===== config.mk =====
export PLATFORM = sky130hd
export DESIGN_NAME = stc_cal
export DESIGN_NICKNAME = d
export VERILOG_FILES = /design/src/shared/stc_pkg.sv /design/src/stc_cal.sv /design/src/stc_period_mon.sv
export SDC_FILE = /design/constraint.sdc
export NUM_CORES = 1
export LEC_CHECK = 0
export BUFFER_PORTS_ARGS = -buffer_cell sky130_fd_sc_hd__buf_2
export CAP_MARGIN = 10
export CORE_AREA = 4 4 136 268
export DETAILED_ROUTE_END_ITERATION = 6
export DIE_AREA = 0 0 140 272
export GPL_ROUTABILITY_DRIVEN = 0
export PLACE_DENSITY = 0.46
export SYNTH_ARGS = -nofsm -noshare
export SYNTH_HDL_FRONTEND = slang
export SYNTH_SLANG_ARGS = --single-unit

===== constraint.sdc =====
create_clock -name CLK -period 11.4 [get_ports CLK]
set_clock_uncertainty 0.05 [all_clocks]
set_input_delay 1.71 -clock CLK [delete_from_list [all_inputs] [get_ports CLK]]
set_output_delay 1.71 -clock CLK [all_outputs]
set_load 0.02 [all_outputs]

===== src/shared/stc_pkg.sv =====
package stc_pkg;
    // register map and layout of the configuration and status words
    localparam logic [9:0] STC_ADDR_CAL_CONFIG = 10'h2B1;
    localparam logic [9:0] STC_ADDR_CAL_RESULT_STATUS = 10'h2B2;
    localparam logic [7:0] STC_CAL_CONFIG_RESET = 8'h05;
    localparam int STC_AVG_LSB = 2;
    localparam int STC_ACC_LSB = 0;
    localparam int STC_DONE_BIT = 17;
    localparam int STC_INV_BIT = 16;
    localparam int STC_COARSE_LSB = 8;
    localparam int STC_FINE_LSB = 0;
    localparam int STC_RESULT_W = 17;
    localparam int STC_STATUS_W = 24;
    // longest allowed sysref period per accumulation code, sampling-clock cycles
    localparam logic [15:0] STC_PERIOD_LIMIT_0 = 16'd128;
    localparam logic [15:0] STC_PERIOD_LIMIT_1 = 16'd1664;
    localparam logic [15:0] STC_PERIOD_LIMIT_2 = 16'd7808;
    localparam logic [15:0] STC_PERIOD_LIMIT_3 = 16'd32384;
    // calibration duration bound: base * 4^(avg + acc + 2)
    localparam logic [31:0] STC_DURATION_BASE = 32'd7296;  // 384 * 19
    localparam int STC_DURATION_EXP_OFFSET = 2;
    // fine code is the high fraction scaled to this many bits
    localparam int STC_FINE_BITS = 8;

    typedef enum logic [2:0] {STC_IDLE, STC_WAIT_EDGE, STC_RUN, STC_DONE, STC_FAIL} stc_state_t;
endpackage


===== src/stc_cal.sv =====
// How it works
// RQ1: config bits 3:2 pick 4, 16, 64 or 256 averages; more averages mean a longer, steadier calibration.
// RQ2: config bits 1:0 pick 4, 16, 64 or 256 cycles per accumulation.
// RQ3: the sysref source must keep its period within 128, 1664, 7808 or 32384 cycles for codes 0 to 3.
// RQ4: a sysref period beyond the selected limit fails the calibration with no valid result.
// RQ5: a calibration ends within 384 * 19 * 4^(avg + acc + 2) cycles or is failed.
// RQ6: a longer accumulation averages over more samples and so gives a steadier delay code.
// RQ7: the done flag, status bit 17, is one only while enabled and after the sequence completed.
// RQ8: the delay value in status bits 16:0 is shown only while the done flag is one.
// RQ9: delay bit 16 is the clock inversion, bits 15:8 the coarse code and bits 7:0 the fine code.
// RQ10: the configuration register resets to 0x05.
// RQ11: a zero-to-one change of the enable starts the calibration.
// RQ12: software writes the configuration before it sets the enable.
// RQ13: while enabled the applied delay is the computed one and the manual setting is ignored; the code holds the last manual value unless done.
// RQ14: clearing the enable drops the done flag until a new calibration completes.
`timescale 1ns/1ps
`default_nettype none
module stc_cal
    import stc_pkg::*;
(
    // clock and reset
    input wire logic CLK,
    input wire logic RST_N,
    // register port
    input wire logic [9:0] REG_ADDR,
    input wire logic REG_WE,
    input wire logic [7:0] REG_WDATA,
    output logic [23:0] REG_RDATA,
    // enable and manual delay from neighbouring registers
    input wire logic CAL_ENABLE,
    input wire logic [16:0] TAD_MANUAL,
    // timing reference
    input wire logic SYSREF,
    // delay applied to the sampling clock and failure indication
    output logic [16:0] TAD_OUT,
    output logic CAL_FAILED
);
    typedef struct packed {
        stc_state_t st;
        logic en_prev;
        logic [7:0] cfg;
        logic [1:0] avg_sel;
        logic [1:0] acc_sel;
        logic [16:0] win_cnt;
        logic [16:0] high_sum;
        logic [7:0] edge_cnt;
        logic armed;
        logic [16:0] result;
        logic [28:0] elapsed;
        logic [23:0] rdata;
        logic [16:0] tad;
    } stc_cal_state_t;

    stc_cal_state_t s_reg, s_next;
    logic [15:0] limit;
    logic [4:0] win_log2;
    logic [16:0] win_len;
    logic [28:0] max_cal_duration;
    logic mon_restart;
    logic sys_rise;
    logic too_long;
    logic start;
    logic cal_done_flag;
    logic [23:0] status_word;
    logic [24:0] fine_wide;

    // period limit for the accumulation code in use
    always_comb
    begin
        case (s_reg.acc_sel)
            2'h0: limit = STC_PERIOD_LIMIT_0;  // RQ3
            2'h1: limit = STC_PERIOD_LIMIT_1;
            2'h2: limit = STC_PERIOD_LIMIT_2;
            default: limit = STC_PERIOD_LIMIT_3;
        endcase
    end

    // window is averages times accumulation length, both powers of four
    assign win_log2 = 5'(2 * (s_reg.avg_sel + 1) + 2 * (s_reg.acc_sel + 1));  // RQ1 RQ2
    assign win_len = 17'(17'h1 << win_log2);
    assign max_cal_duration = 29'(STC_DURATION_BASE <<
        (2 * (s_reg.avg_sel + s_reg.acc_sel + STC_DURATION_EXP_OFFSET)));  // RQ5

    assign start = CAL_ENABLE & ~s_reg.en_prev;  // RQ11
    assign mon_restart = start;
    assign cal_done_flag = CAL_ENABLE && s_reg.st == STC_DONE;  // RQ7 RQ14
    // high samples over the window, scaled to the fine code
    assign fine_wide = 25'({s_reg.high_sum, 8'h00} >> win_log2);  // RQ6

    // status word: value shown only alongside the done flag
    always_comb
    begin
        status_word = '0;
        status_word[STC_DONE_BIT] = cal_done_flag;
        if (cal_done_flag)
        begin
            status_word[STC_RESULT_W-1:0] = s_reg.result;  // RQ8
        end
    end

    stc_period_mon #(
        .CNT_W(16)
    ) u_mon (
        .CLK(CLK),
        .RST_N(RST_N),
        .restart(mon_restart),
        .limit(limit),
        .sysref(SYSREF),
        .rise(sys_rise),
        .too_long(too_long)
    );

    // sequence, register file and applied delay
    always_comb
    begin
        s_next = s_reg;
        s_next.en_prev = CAL_ENABLE;
        if (REG_WE && REG_ADDR == STC_ADDR_CAL_CONFIG)
        begin
            s_next.cfg = REG_WDATA;
        end
        if (s_reg.st != STC_IDLE)
        begin
            s_next.elapsed = s_reg.elapsed + 1'b1;
        end
        case (s_reg.st)
            STC_IDLE:
            begin
                if (start)
                begin
                    s_next.st = STC_WAIT_EDGE;
                    s_next.avg_sel = s_reg.cfg[STC_AVG_LSB +: 2];  // RQ12
                    s_next.acc_sel = s_reg.cfg[STC_ACC_LSB +: 2];
                    s_next.elapsed = '0;
                    s_next.armed = 1'b0;
                end
            end
            STC_WAIT_EDGE:
            begin
                if (too_long)
                begin
                    s_next.st = STC_FAIL;  // RQ4
                end
                else if (sys_rise && !s_reg.armed)
                begin
                    s_next.armed = 1'b1;  // RQ4 watch one whole period before running
                end
                else if (sys_rise)
                begin
                    s_next.st = STC_RUN;
                    s_next.win_cnt = '0;
                    s_next.high_sum = '0;
                    s_next.edge_cnt = '0;
                end
            end
            STC_RUN:
            begin
                s_next.win_cnt = s_reg.win_cnt + 1'b1;
                s_next.high_sum = s_reg.high_sum + 17'(SYSREF);
                s_next.edge_cnt = s_reg.edge_cnt + 8'(sys_rise);
                if (too_long || s_reg.elapsed >= max_cal_duration)
                begin
                    s_next.st = STC_FAIL;  // RQ4 RQ5
                end
                else if (s_reg.win_cnt == win_len - 17'h1)
                begin
                    s_next.st = STC_DONE;
                    s_next.result[STC_INV_BIT] = s_reg.high_sum >= 17'(win_len >> 1);  // RQ9
                    s_next.result[STC_COARSE_LSB +: 8] = s_reg.edge_cnt;
                    s_next.result[STC_FINE_LSB +: STC_FINE_BITS] =
                        (fine_wide > 25'hFF) ? 8'hFF : fine_wide[7:0];
                end
            end
            default:
            begin
            end
        endcase
        if (!CAL_ENABLE)
        begin
            s_next.st = STC_IDLE;  // RQ14
        end
        // applied delay takes the result in the done state while enabled, holds in other enabled states, and takes the manual delay while disabled
        if (CAL_ENABLE)
        begin
            if (s_reg.st == STC_DONE)
            begin
                s_next.tad = s_reg.result;  // RQ13
            end
        end
        else
        begin
            s_next.tad = TAD_MANUAL;
        end
        // read data, one cycle behind the address
        if (REG_ADDR == STC_ADDR_CAL_CONFIG)
        begin
            s_next.rdata = {16'h0000, s_reg.cfg};
        end
        else if (REG_ADDR == STC_ADDR_CAL_RESULT_STATUS)
        begin
            s_next.rdata = status_word;
        end
        else
        begin
            s_next.rdata = '0;
        end
    end

    always_ff @(posedge CLK or negedge RST_N)
    begin
        if (!RST_N)
        begin
            s_reg <= '0;
            s_reg.st <= STC_IDLE;
            s_reg.cfg <= STC_CAL_CONFIG_RESET;  // RQ10
            s_reg.avg_sel <= 2'h1;
            s_reg.acc_sel <= 2'h1;
        end
        else
        begin
            s_reg <= s_next;
        end
    end

    assign REG_RDATA = s_reg.rdata;
    assign TAD_OUT = s_reg.tad;
    assign CAL_FAILED = s_reg.st == STC_FAIL;

    // checks
    AST_CFG_RESET: assert property (@(posedge CLK) $rose(RST_N) |-> s_reg.cfg == 8'h05)  // RQ10
        else $error("config not at reset value");
    AST_START: assert property (@(posedge CLK) disable iff (!RST_N)
        (s_reg.st == STC_IDLE && CAL_ENABLE && !s_reg.en_prev) |=> s_reg.st == STC_WAIT_EDGE)  // RQ11
        else $error("rising enable did not start calibration");
    AST_DONE_NEEDS_EN: assert property (@(posedge CLK) disable iff (!RST_N)
        !CAL_ENABLE |=> !s_reg.rdata[17] || $past(REG_ADDR) != STC_ADDR_CAL_RESULT_STATUS)  // RQ7
        else $error("done flag shown while disabled");
    AST_CLEAR_DROPS: assert property (@(posedge CLK) disable iff (!RST_N)
        $fell(CAL_ENABLE) |-> ##1 s_reg.st == STC_IDLE)  // RQ14
        else $error("state kept after enable cleared");
    AST_VALUE_GATED: assert property (@(posedge CLK) disable iff (!RST_N)
        (!cal_done_flag && REG_ADDR == STC_ADDR_CAL_RESULT_STATUS) |=> REG_RDATA[16:0] == 17'h0)  // RQ8
        else $error("delay value shown without done");
    AST_FAIL_PERIOD: assert property (@(posedge CLK) disable iff (!RST_N)
        (CAL_ENABLE && too_long && s_reg.st == STC_RUN) |=> s_reg.st == STC_FAIL)  // RQ4
        else $error("long period did not fail");
    AST_BOUND: assert property (@(posedge CLK) disable iff (!RST_N)
        s_reg.st inside {STC_WAIT_EDGE, STC_RUN} |-> s_reg.elapsed <= max_cal_duration)  // RQ5
        else $error("calibration ran over its bound");
    AST_MANUAL: assert property (@(posedge CLK) disable iff (!RST_N)
        (CAL_ENABLE && s_reg.en_prev && $stable(s_reg.st) && s_reg.st != STC_DONE) |=> $stable(TAD_OUT))  // RQ13
        else $error("manual delay leaked while enabled");
    AST_FIELDS: assert property (@(posedge CLK) disable iff (!RST_N)
        (s_reg.st == STC_RUN && s_next.st == STC_DONE) |=> s_reg.result[15:8] == $past(s_reg.edge_cnt))  // RQ9
        else $error("coarse code misplaced");
endmodule
`default_nettype wire


===== src/stc_period_mon.sv =====
`timescale 1ns/1ps
`default_nettype none
module stc_period_mon
    import stc_pkg::*;
#(
    parameter int CNT_W = 16
)(
    // clock and reset
    input wire logic CLK,
    input wire logic RST_N,
    // control
    input wire logic restart,
    input wire logic [CNT_W-1:0] limit,
    // sysref sample
    input wire logic sysref,
    // results
    output logic rise,
    output logic too_long
);
    typedef struct packed {
        logic prev;
        logic [CNT_W-1:0] cnt;
        logic over;
    } stc_mon_state_t;

    stc_mon_state_t s_reg, s_next;

    // edge seen in the current sample
    assign rise = sysref & ~s_reg.prev;
    assign too_long = s_reg.over;

    // count cycles since restart or the last rising edge, saturating
    always_comb
    begin
        s_next = s_reg;
        s_next.prev = sysref;
        if (restart)
        begin
            s_next.cnt = '0;
            s_next.over = 1'b0;
        end
        else if (rise)
        begin
            s_next.cnt = '0;
        end
        else if (s_reg.cnt != '1)
        begin
            s_next.cnt = s_reg.cnt + 1'b1;
        end
        if (!restart && !rise && s_reg.cnt >= limit)
        begin
            s_next.over = 1'b1;  // period has run past the limit
        end
    end

    always_ff @(posedge CLK or negedge RST_N)
    begin
        if (!RST_N)
        begin
            s_reg <= '0;
        end
        else
        begin
            s_reg <= s_next;
        end
    end
endmodule
`default_nettype wire


Word level (Yosys, flattened, before mapping). Cells that the tools add are included.

Memories kept: 0. Bits of input ports: 40. ROM bits: 0. Bits in registers: 164. Bits in writable memories: 0. Latch bits: 0.

$mul: 0. Reduce and logical (&&, ||, !) cells: 21. Mux-type cells: 29. Shift-type cells: 3. Div/mod/pow operators: 0. Magnitude comparators: 4. Add/subtract/negate cells: 11. Eq/ne operators: 21. Bitwise gates (word level): 5.

Operators by type and width (number): 29-bit two-way mux (3); 42-bit two-way mux (2); 42-bit one-hot mux with 2 select lines (1); 17-bit two-way mux (3); 16-bit two-way mux (3); 15-bit one-hot mux with 3 select lines (1); 43-bit two-way mux (1); 18-bit two-way mux (2); 29-bit by 1-bit adder with 29-bit output (second input constant) (1); 29-bit >= comparator (1); 13-bit by 5-bit << shifter with 29-bit output (first input constant) (1); 25-bit by 8-bit greater-than comparator with 1-bit output (second input constant) (1); 25-bit by 5-bit right shift with 25-bit output (1); 3-bit two-way mux (7); 10-bit equality test (second input constant) (2); 17-bit by 1-bit adder with 17-bit output (1); 17-bit by 1-bit adder with 17-bit output (second input constant) (1); 17-bit equality test (1); 17-bit by 16-bit >= comparator with 1-bit output (1); 1-bit by 5-bit << shifter with 17-bit output (first input constant) (1); 17-bit by 1-bit subtractor with 17-bit output (second input constant) (1); 16-bit by 1-bit adder with 16-bit output (second input constant) (1); 16-bit by 15-bit >= comparator with 1-bit output (1); 16-bit inequality test (second input constant) (1); other kinds (33) (55).

Logic depth before layout (Yosys ltp). Gate-level depths: netlist (run 1).

Depth in word-level cells: 9. Depth in mapped cells: 20.

Modules after synthesis. From an unflattened synthesis (run 1), not the netlist that was laid out.

Cells, all modules: 1072. Area, all modules: 10104.7 um2.

By module, submodules not included: stc_cal (sequential area each 3508.4 um2, cells each 922, area an instance 8738.4 um2, instances 1); stc_period_mon (sequential area each 450.4 um2, cells each 150, area an instance 1366.3 um2, instances 1).

Least setup slack after synthesis (run 1). OpenSTA, ideal clock, no wires.

Kind: reg2reg. Start: reg s_reg[130] (netlist bit). End: reg s_reg[76] (netlist bit). Stages on the path, launching flop included: 21. Arrival time: 4.774 ns. Data required time: 11.225 ns. Setup slack: 6.451 ns. Cell sequence: dfstp_2 > inv_1 > ha_1 > inv_1 > fa_1 > buf_2 > buf_2 > clkbuf_1 > clkbuf_1 > nand3_1 > ha_1 > clkbuf_1 > or3_1 > a211oi_1 > nand3_1 > nor2_1 > a21oi_1 > a211oi_2 > nand4_4 > buf_6 > mux2_4.

Longest elaborated chain between the ends: 7. Elaborated cells on any way between the ends: 15. Those cells by class: 5 x add/sub; 2 x order compare; 1 x eq/ne; 3 x shift; 1 x mux; 1 x bitwise; 2 x reduce/logical.

RTL lines: start, declared (RTL line stc_cal.sv:54) `stc_cal_state_t s_reg, s_next;`; start signal, assigned (RTL line stc_cal.sv:221) `s_reg <= s_next;`; 2-bit by 2-bit adder with 3-bit output (RTL line stc_cal.sv:82) `(2 * (s_reg.avg_sel + s_reg.acc_sel + STC_DURATION_EXP_OFFSET)));`; 3-bit by 2-bit adder with 4-bit output (RTL line stc_cal.sv:82); 13-bit by 5-bit << shifter with 29-bit output (RTL line stc_cal.sv:81) `assign max_cal_duration = 29'(STC_DURATION_BASE <<`; 29-bit >= comparator (RTL line stc_cal.sv:161) `if (too_long || s_reg.elapsed >= max_cal_duration)`; 1-bit logical OR (RTL line stc_cal.sv:161); 1-bit inverter (no source line); 3-bit AND reduction (no source line).

Parallel ways exist; a longest one is shown, timed or not. A chain may end at the register's enable or synchronous reset.

Worst setup path in the final report (run 1).
Start: reg s_reg[130] (netlist bit). End: reg s_reg[81] (netlist bit).

Longest elaborated chain between the ends: 7. Elaborated cells on any way between the ends: 12. Those cells by class: 5 x add/sub; 1 x order compare; 1 x eq/ne; 2 x shift; 1 x bitwise; 2 x reduce/logical.

RTL lines (RTL line): 2-bit by 2-bit adder with 3-bit output (stc_cal.sv:82); 3-bit by 2-bit adder with 4-bit output (stc_cal.sv:82); 13-bit by 5-bit << shifter with 29-bit output (stc_cal.sv:81); 29-bit >= comparator (stc_cal.sv:161); 1-bit logical OR (stc_cal.sv:161); 1-bit inverter (no source line); 3-bit AND reduction (no source line) *.

Every way passes the cells marked *; elsewhere a longest branch is shown, timed or not.

==> run_results.csv, run 1 <==
group,metric,value,unit
floorplan,pin_count,82,
synthesis,yosys.area_share.simple,20.9,%
flow_run,drv_cap,0,
clock_tree,clkTransAtPathRegs,70,ps
setup_path,reg2reg_depth,16,
detailed_routing,drtAntennaViolNets,0,
power_and_ir_drop,p_clk_share,33.8,%
synthesis,synth_edf_count,0,
timing,setup_viol,0,
finish,final_util,31.8,%
synthesis,yosys_warnings,0,
finish,fin_nets,1181,
synthesis,synth-compound-area-share,13.3,%
floorplan,fp-row-count,96,
synthesis,synth_seq_cells,158,
synthesis,synth.yosys.seq_area_share,40.3,%
setup_path,worstSetupEndpointType,"flop",
global_routing,grt_max_degree,91,
clock_tree,htreeDepth,4,
power_and_ir_drop,power_frac_seq,39.4,%
placement,placed_cell_area,0.0103,sq mm
global_routing,grt_pass1_wl,44.6,mm
clock_tree,cts_hold_buffers,0,
clock_tree,cts_sinks,158,
global_routing,grt_pass1_vias,8141,
power_and_ir_drop,comb_power_share,26.8,%
timing,fin_crit_sh,45.7,%
power_and_ir_drop,p_sw,624,uW
setup_path,crit_start,"s_reg[130]",
synthesis,synth_cells,1067,
detailed_routing,drt-initial-drc-count,378,
worst_hold_path,min_path_type,"flop to flop",
clock_tree,cts_tree,"yes",
synthesis,synthAdderAreaFrac,7.34,%
power_and_ir_drop,peakVddDrop,0.0915,mV
global_routing,overflow,0,
finish,stdcell_area,0.0109,sq mm
clock_tree,insertion_delay,440,ps
timing,hold_viol,0,
setup_path,r2r_slack,6190,ps
floorplan,start_util,28.6,%
timing,max-slew-margin-rel,27.9,%
detailed_routing,wl_per_cell,18.0,um
finish,largest_reg_flops,105,
detailed_routing,vias,7754,
floorplan,die_x,140,um
clock_tree,clockBufferDepth,2,
clock_tree,cts_resized,0,
global_routing,antenna_found_initial,0,
outcome,outcome,"finished clean",
floorplan,die-area,0.0381,sq mm
power_and_ir_drop,switching_share,35.2,%
detailed_routing,drc,0,
synthesis,synthXorXnorAreaFrac,4.45,%
timing,tns,0,ps
synthesis,synthFlopType,"dfrtp_1",
floorplan,die_h,272,um
synthesis,synth_mux_area_share,6.41,%
clock_tree,cts_root_buf,"clkbuf_16",
finish,syn2layout_area_growth,11.3,%
finish,drive_gt1_share,15.6,%
synthesis,synth_area_per_cell,9.21,sq um
detailed_routing,dr.pass1.iters,4,
clock_tree,cts_made_buffers,17,
setup_path,worstPathMaxFanout,40,
power_and_ir_drop,p_leak,0.00493,uW
timing,max_freq,0.192,GHz
synthesis,syn_area,0.00982,sq mm
placement,hpwl,21.5,mm
power_and_ir_drop,p_int,1150,uW
synthesis,synth_top_family_by_area,"simple AND/OR/NAND/NOR gates",
floorplan,core,0.0344,sq mm
setup_path,worst_r2r_endpoint,"s_reg[81]",
setup_path,arrival,5470,ps
power_and_ir_drop,power_density,162,mW/mm^2
setup_path,critPathLaunchType,"flop",
global_routing,grtUsageTotal,14.9,%
finish,n_antenna_cell,0,
detailed_routing,drt-vias-per-instance,5.04,
detailed_routing,wirelength,27.7,mm
timing,period_needed,5210,ps
setup_path,crit_type,"flop to flop",
power_and_ir_drop,power,1770,uW
setup_path,reg2reg_from,"s_reg[130]",
synthesis,ys_types,73,
timing,report.final.slew_viol_count,0,
setup_path,worst_ep_required_time,11670,ps
setup_path,endpoint,"s_reg[81]",
timing,rsz0062_at_grt,"no",
clock_tree,post-cts-setup-buffers,0,
synthesis,synthArstFlopShare,100,%
placement,port_buffers,75,
timing,tightest_slew,1080,ps
-- Yosys cell counts (11+ instances only) --
library cell / instances / area share, %
a21oi_1: 42 / 2.1
a22oi_1: 18 / 1.4
and3_1: 14 / 0.89
buf_4: 42 / 3.2
clkbuf_1: 38 / 1.5
dfrtp_1: 154 / 39
ha_1: 56 / 7.1
inv_1: 49 / 1.9
mux2_2: 23 / 2.6
mux2i_1: 22 / 2.2
nand2_1: 99 / 3.8
nand3_1: 54 / 2.8
nand4_1: 33 / 2.1
nor2_1: 89 / 3.4
nor2b_1: 12 / 0.76
nor3_1: 17 / 0.87
nor4_1: 11 / 0.70
o21ai_0: 75 / 3.8
or3_1: 13 / 0.83
xnor2_1: 21 / 1.9
xor2_1: 27 / 2.4
-- metrics by stage --
stage	worst slack, ps	hold slack, ps	instances
CTS	6180	449	1538
floorplan	6450	411	1072
global route	5700	460	1538
detailed placement	6200	434	1506
global placement	6250	424	1506
finish	6190	450	1538
-- placed cells by master (no fill, tap or decap), types with 10 or more instances in the layout --
cell,n
and3_1,14
and4_1,10
a22oi_1,18
and2_1,10
or3_1,13
clkbuf_16,17
ha_1,56
nor2_1,89
nand2_1,99
dfrtp_1,154
mux2_4,10
mux2_2,23
nor4_1,11
xor2_1,27
nand3_1,54
inv_1,49
nor3_1,17
o21ai_0,75
nand4_1,33
nor2b_1,12
a21oi_1,41
buf_2,74
mux2i_1,22
xnor2_1,21
-- worst min-delay path by stage --
stage,from,endpoint,slack (ps),depth (start not counted)
2_1_floorplan,s_reg[138],REG_RDATA[4],410,1
3_3_place_gp,s_reg[139],REG_RDATA[5],420,1
3_5_place_dp,s_reg[138],REG_RDATA[4],430,1
4_1_cts,s_reg[138],REG_RDATA[4],450,1
5_1_grt,s_reg[139],REG_RDATA[5],460,1
6_report,s_reg[139],REG_RDATA[5],450,1
-- worst max-delay path, stage by stage (launching register included) --
cell	delay [ps]
dfstp_2	550
inv_1	80
ha_1	300
inv_1	60
fa_1	500
buf_4	350
nor2b_1	470
nand3_1	140
ha_1	360
or3_1	410
a211oi_1	340
nand3_1	130
nor2_1	110
a21oi_1	70
a211oi_2	310
nand4_4	420
mux2_4	430
-- cell families (layout without fill, tap and decap cells) --
group                      after synthesis  count (layout)
buffers and inverters                  142             167
AOI/OAI and AO/OA                      206             206
other                                    1               6
xor gates and xnor gates                49              49
adders and majority gates               57              57
and+or+nand+nor                        399             399
muxes                                   55              55
DFF                                    158             158
-- layer usage --
layer / wire length [um] / share of wire (%) / vias up / global-route usage, %
met5: 0 / 0 / - / 0
met4: 1250 / 4.5 / 0 / 7.71
met3: 521 / 1.9 / 63 / 2.20
met2: 16200 / 59 / 111 / 29.9
met1: 9680 / 35 / 3787 / 14.1
li1: - / - / 3793 / -
-- area by class of cell --
type,count,area (sq um)
clock inverters,11,151
flip-flops and latches,158,3960
well taps,441,552
fillers,3661,23400
repair buffers,84,449
multi-input cells,772,5180
inverters,51,191
clock buffers,21,450
-- power groups by stage --
stage	registers [uW]	logic, uW	clock network, uW
final	697	475	598
after global routing	706	538	642
after floorplan	665	372	0
after global placement	707	477	0
after detailed placement	708	480	0
after CTS	697	481	619
No activity file was read; power rests on OpenSTA's default activity.
==> run 2: changes to the inputs <==
==> constraint.sdc (replaced) <==
create_clock -name CLK -period 5 [get_ports CLK]
set_clock_uncertainty 0.05 [all_clocks]
set_input_delay 0.75 -clock CLK [delete_from_list [all_inputs] [get_ports CLK]]
set_output_delay 0.75 -clock CLK [all_outputs]
set_load 0.02 [all_outputs]
==> run 2 against run 1 <==
Critical path depth is 3 higher. Die area stayed put. Utilization is 0.14 points higher. Critical endpoint is now s_reg[77].
==> run_results.csv, run 2 (same netlist as run 1, synthesis figures left out) <==
group,metric,value,unit
clock_tree,cts_made_buffers,17,
floorplan,fp-row-count,96,
clock_tree,post-cts-setup-buffers,0,
timing,max-slew-margin-rel,26.1,%
clock_tree,cts_resized,0,
floorplan,die-area,0.0381,sq mm
outcome,outcome,"finished clean",
detailed_routing,drt-vias-per-instance,5.03,
clock_tree,cts_root_buf,"clkbuf_16",
finish,n_antenna_cell,0,
detailed_routing,wl_per_cell,18.2,um
finish,final_util,32.0,%
timing,period_needed,4520,ps
setup_path,worstSetupEndpointType,"flop",
clock_tree,insertion_delay,440,ps
worst_hold_path,min_path_type,"primary input to async pin",
setup_path,worstPathMaxFanout,17,
global_routing,antenna_found_initial,0,
finish,final_common_cell,"dfrtp_1",
finish,drive_gt1_share,16.4,%
clock_tree,cts_sinks,158,
detailed_routing,drt-initial-drc-count,452,
finish,multi_input_area,0.00518,sq mm
placement,hpwl,21.8,mm
global_routing,overflow,0,
timing,setup_viol,0,
global_routing,grt_pass1_wl,45.2,mm
timing,rsz0062_at_grt,"no",
detailed_routing,drtAntennaViolNets,0,
power_and_ir_drop,power_density,362,mW/mm^2
setup_path,arrival,4790,ps
finish,largest_reg_flops,105,
timing,fin_crit_sh,90.4,%
floorplan,die_h,272,um
floorplan,pin_count,82,
power_and_ir_drop,peakVddDrop,0.235,mV
finish,syn2layout_area_growth,11.8,%
clock_tree,clkTransAtPathRegs,70,ps
clock_tree,htreeDepth,4,
timing,fin_ws,481,ps
clock_tree,cts_tree,"yes",
finish,fin_nets,1188,
setup_path,worst_ep_required_time,5270,ps
setup_path,crit_type,"flop to flop",
global_routing,grt_pass1_vias,8153,
global_routing,grt_max_degree,73,
finish,fillCellCount,3673,
placement,pre_cts_slack,225,ps
floorplan,core,0.0344,sq mm
finish,final_cell_mix,"dfrtp_1 (154), nand2_1 (99), nor2_1 (89)",
timing,tns,0,ps
detailed_routing,vias,7768,
timing,report.final.slew_viol_count,0,
placement,port_buffers,75,
flow_run,drv_cap,0,
timing,hold_viol,0,
setup_path,critPathLaunchType,"flop",
finish,seq_area,0.00396,sq mm
floorplan,die_x,140,um
detailed_routing,drc,0,
floorplan,start_util,28.6,%
timing,max_freq,0.221,GHz
detailed_routing,dr.pass1.iters,4,
global_routing,grtUsageTotal,15.1,%
power_and_ir_drop,p_leak,0.00495,uW
detailed_routing,wirelength,28.2,mm
clock_tree,cts_hold_buffers,0,
timing,tightest_slew,1110,ps
clock_tree,clockBufferDepth,2,
[run 2: cell types whose count changed in the layout (fill, tap and decap cells not counted)]
cell        before  now
clkbuf_1         3    0
buf_4            9   14
bufinv_16        3    1
buf_12           0    2
inv_8            0    1
inv_6            5    4
clkinvlp_4       1    5
clkinv_4         0    1
[run 2: per-stage QoR]
stage	instance area [sq um]	std cells	hold WS, ps	power [uW]
final	11000	1545	230	3970
after floorplan	9840	1072	404	2360
after global placement	10400	1512	426	2710
after CTS	11000	1544	239	4030
after global routing	11000	1545	257	4240
after detailed placement	10400	1512	426	2710
[run 2: layer usage]
layer / routed length [um] / track usage [%] / up-vias
li1: - / - / 3817
met3: 533 / 2.25 / 40
met1: 9980 / 14.6 / 3802
met2: 16800 / 31.0 / 109
met4: 835 / 5.95 / 0
met5: 0 / 0 / -
[run 2: report_power, final]
group          internal (uW)  total [uW]  switching [uW]
registers               1400        1580             177
logic                    421        1110             687
clock network            706        1290             582
[run 2: path summary, 6_finish.rpt]
check	slack, ps	endpoint	from	cells after the start
min in group CLK	430	u_mon.s_reg[17]	SYSREF	1
max reg2reg	480	s_reg[77]	s_reg[131]	19
min reg2reg	440	REG_RDATA[5]	s_reg[139]	1
max	480	s_reg[77]	s_reg[131]	19
min	230	s_reg[108]	RST_N	1
max in group asynchronous	3820	s_reg[134]	RST_N	2
[run 2: worst max-delay path, stage by stage, from the launching register on]
cell,delay [ps]
dfrtp_1,370
inv_1,90
ha_1,280
inv_1,40
ha_1,180
ha_1,430
nor2b_1,380
nand2_1,130
nand2_1,100
nand2b_1,60
ha_1,290
nand2_1,60
o21ai_0,130
o311ai_0,520
o21ai_0,220
buf_4,210
a211oi_2,230
nand4_4,140
buf_12,180
mux2_4,300
[run 2: layout make-up]
| type | count | share of cell area [%] |
|---|---|---|
| tap | 441 | 5.02 |
| clock inverter | 14 | 1.21 |
| inverter | 51 | 1.74 |
| multi-input combinational | 772 | 47.2 |
| timing repair buffer | 91 | 4.80 |
| sequential | 158 | 36.0 |
| clock buffer | 18 | 4.00 |
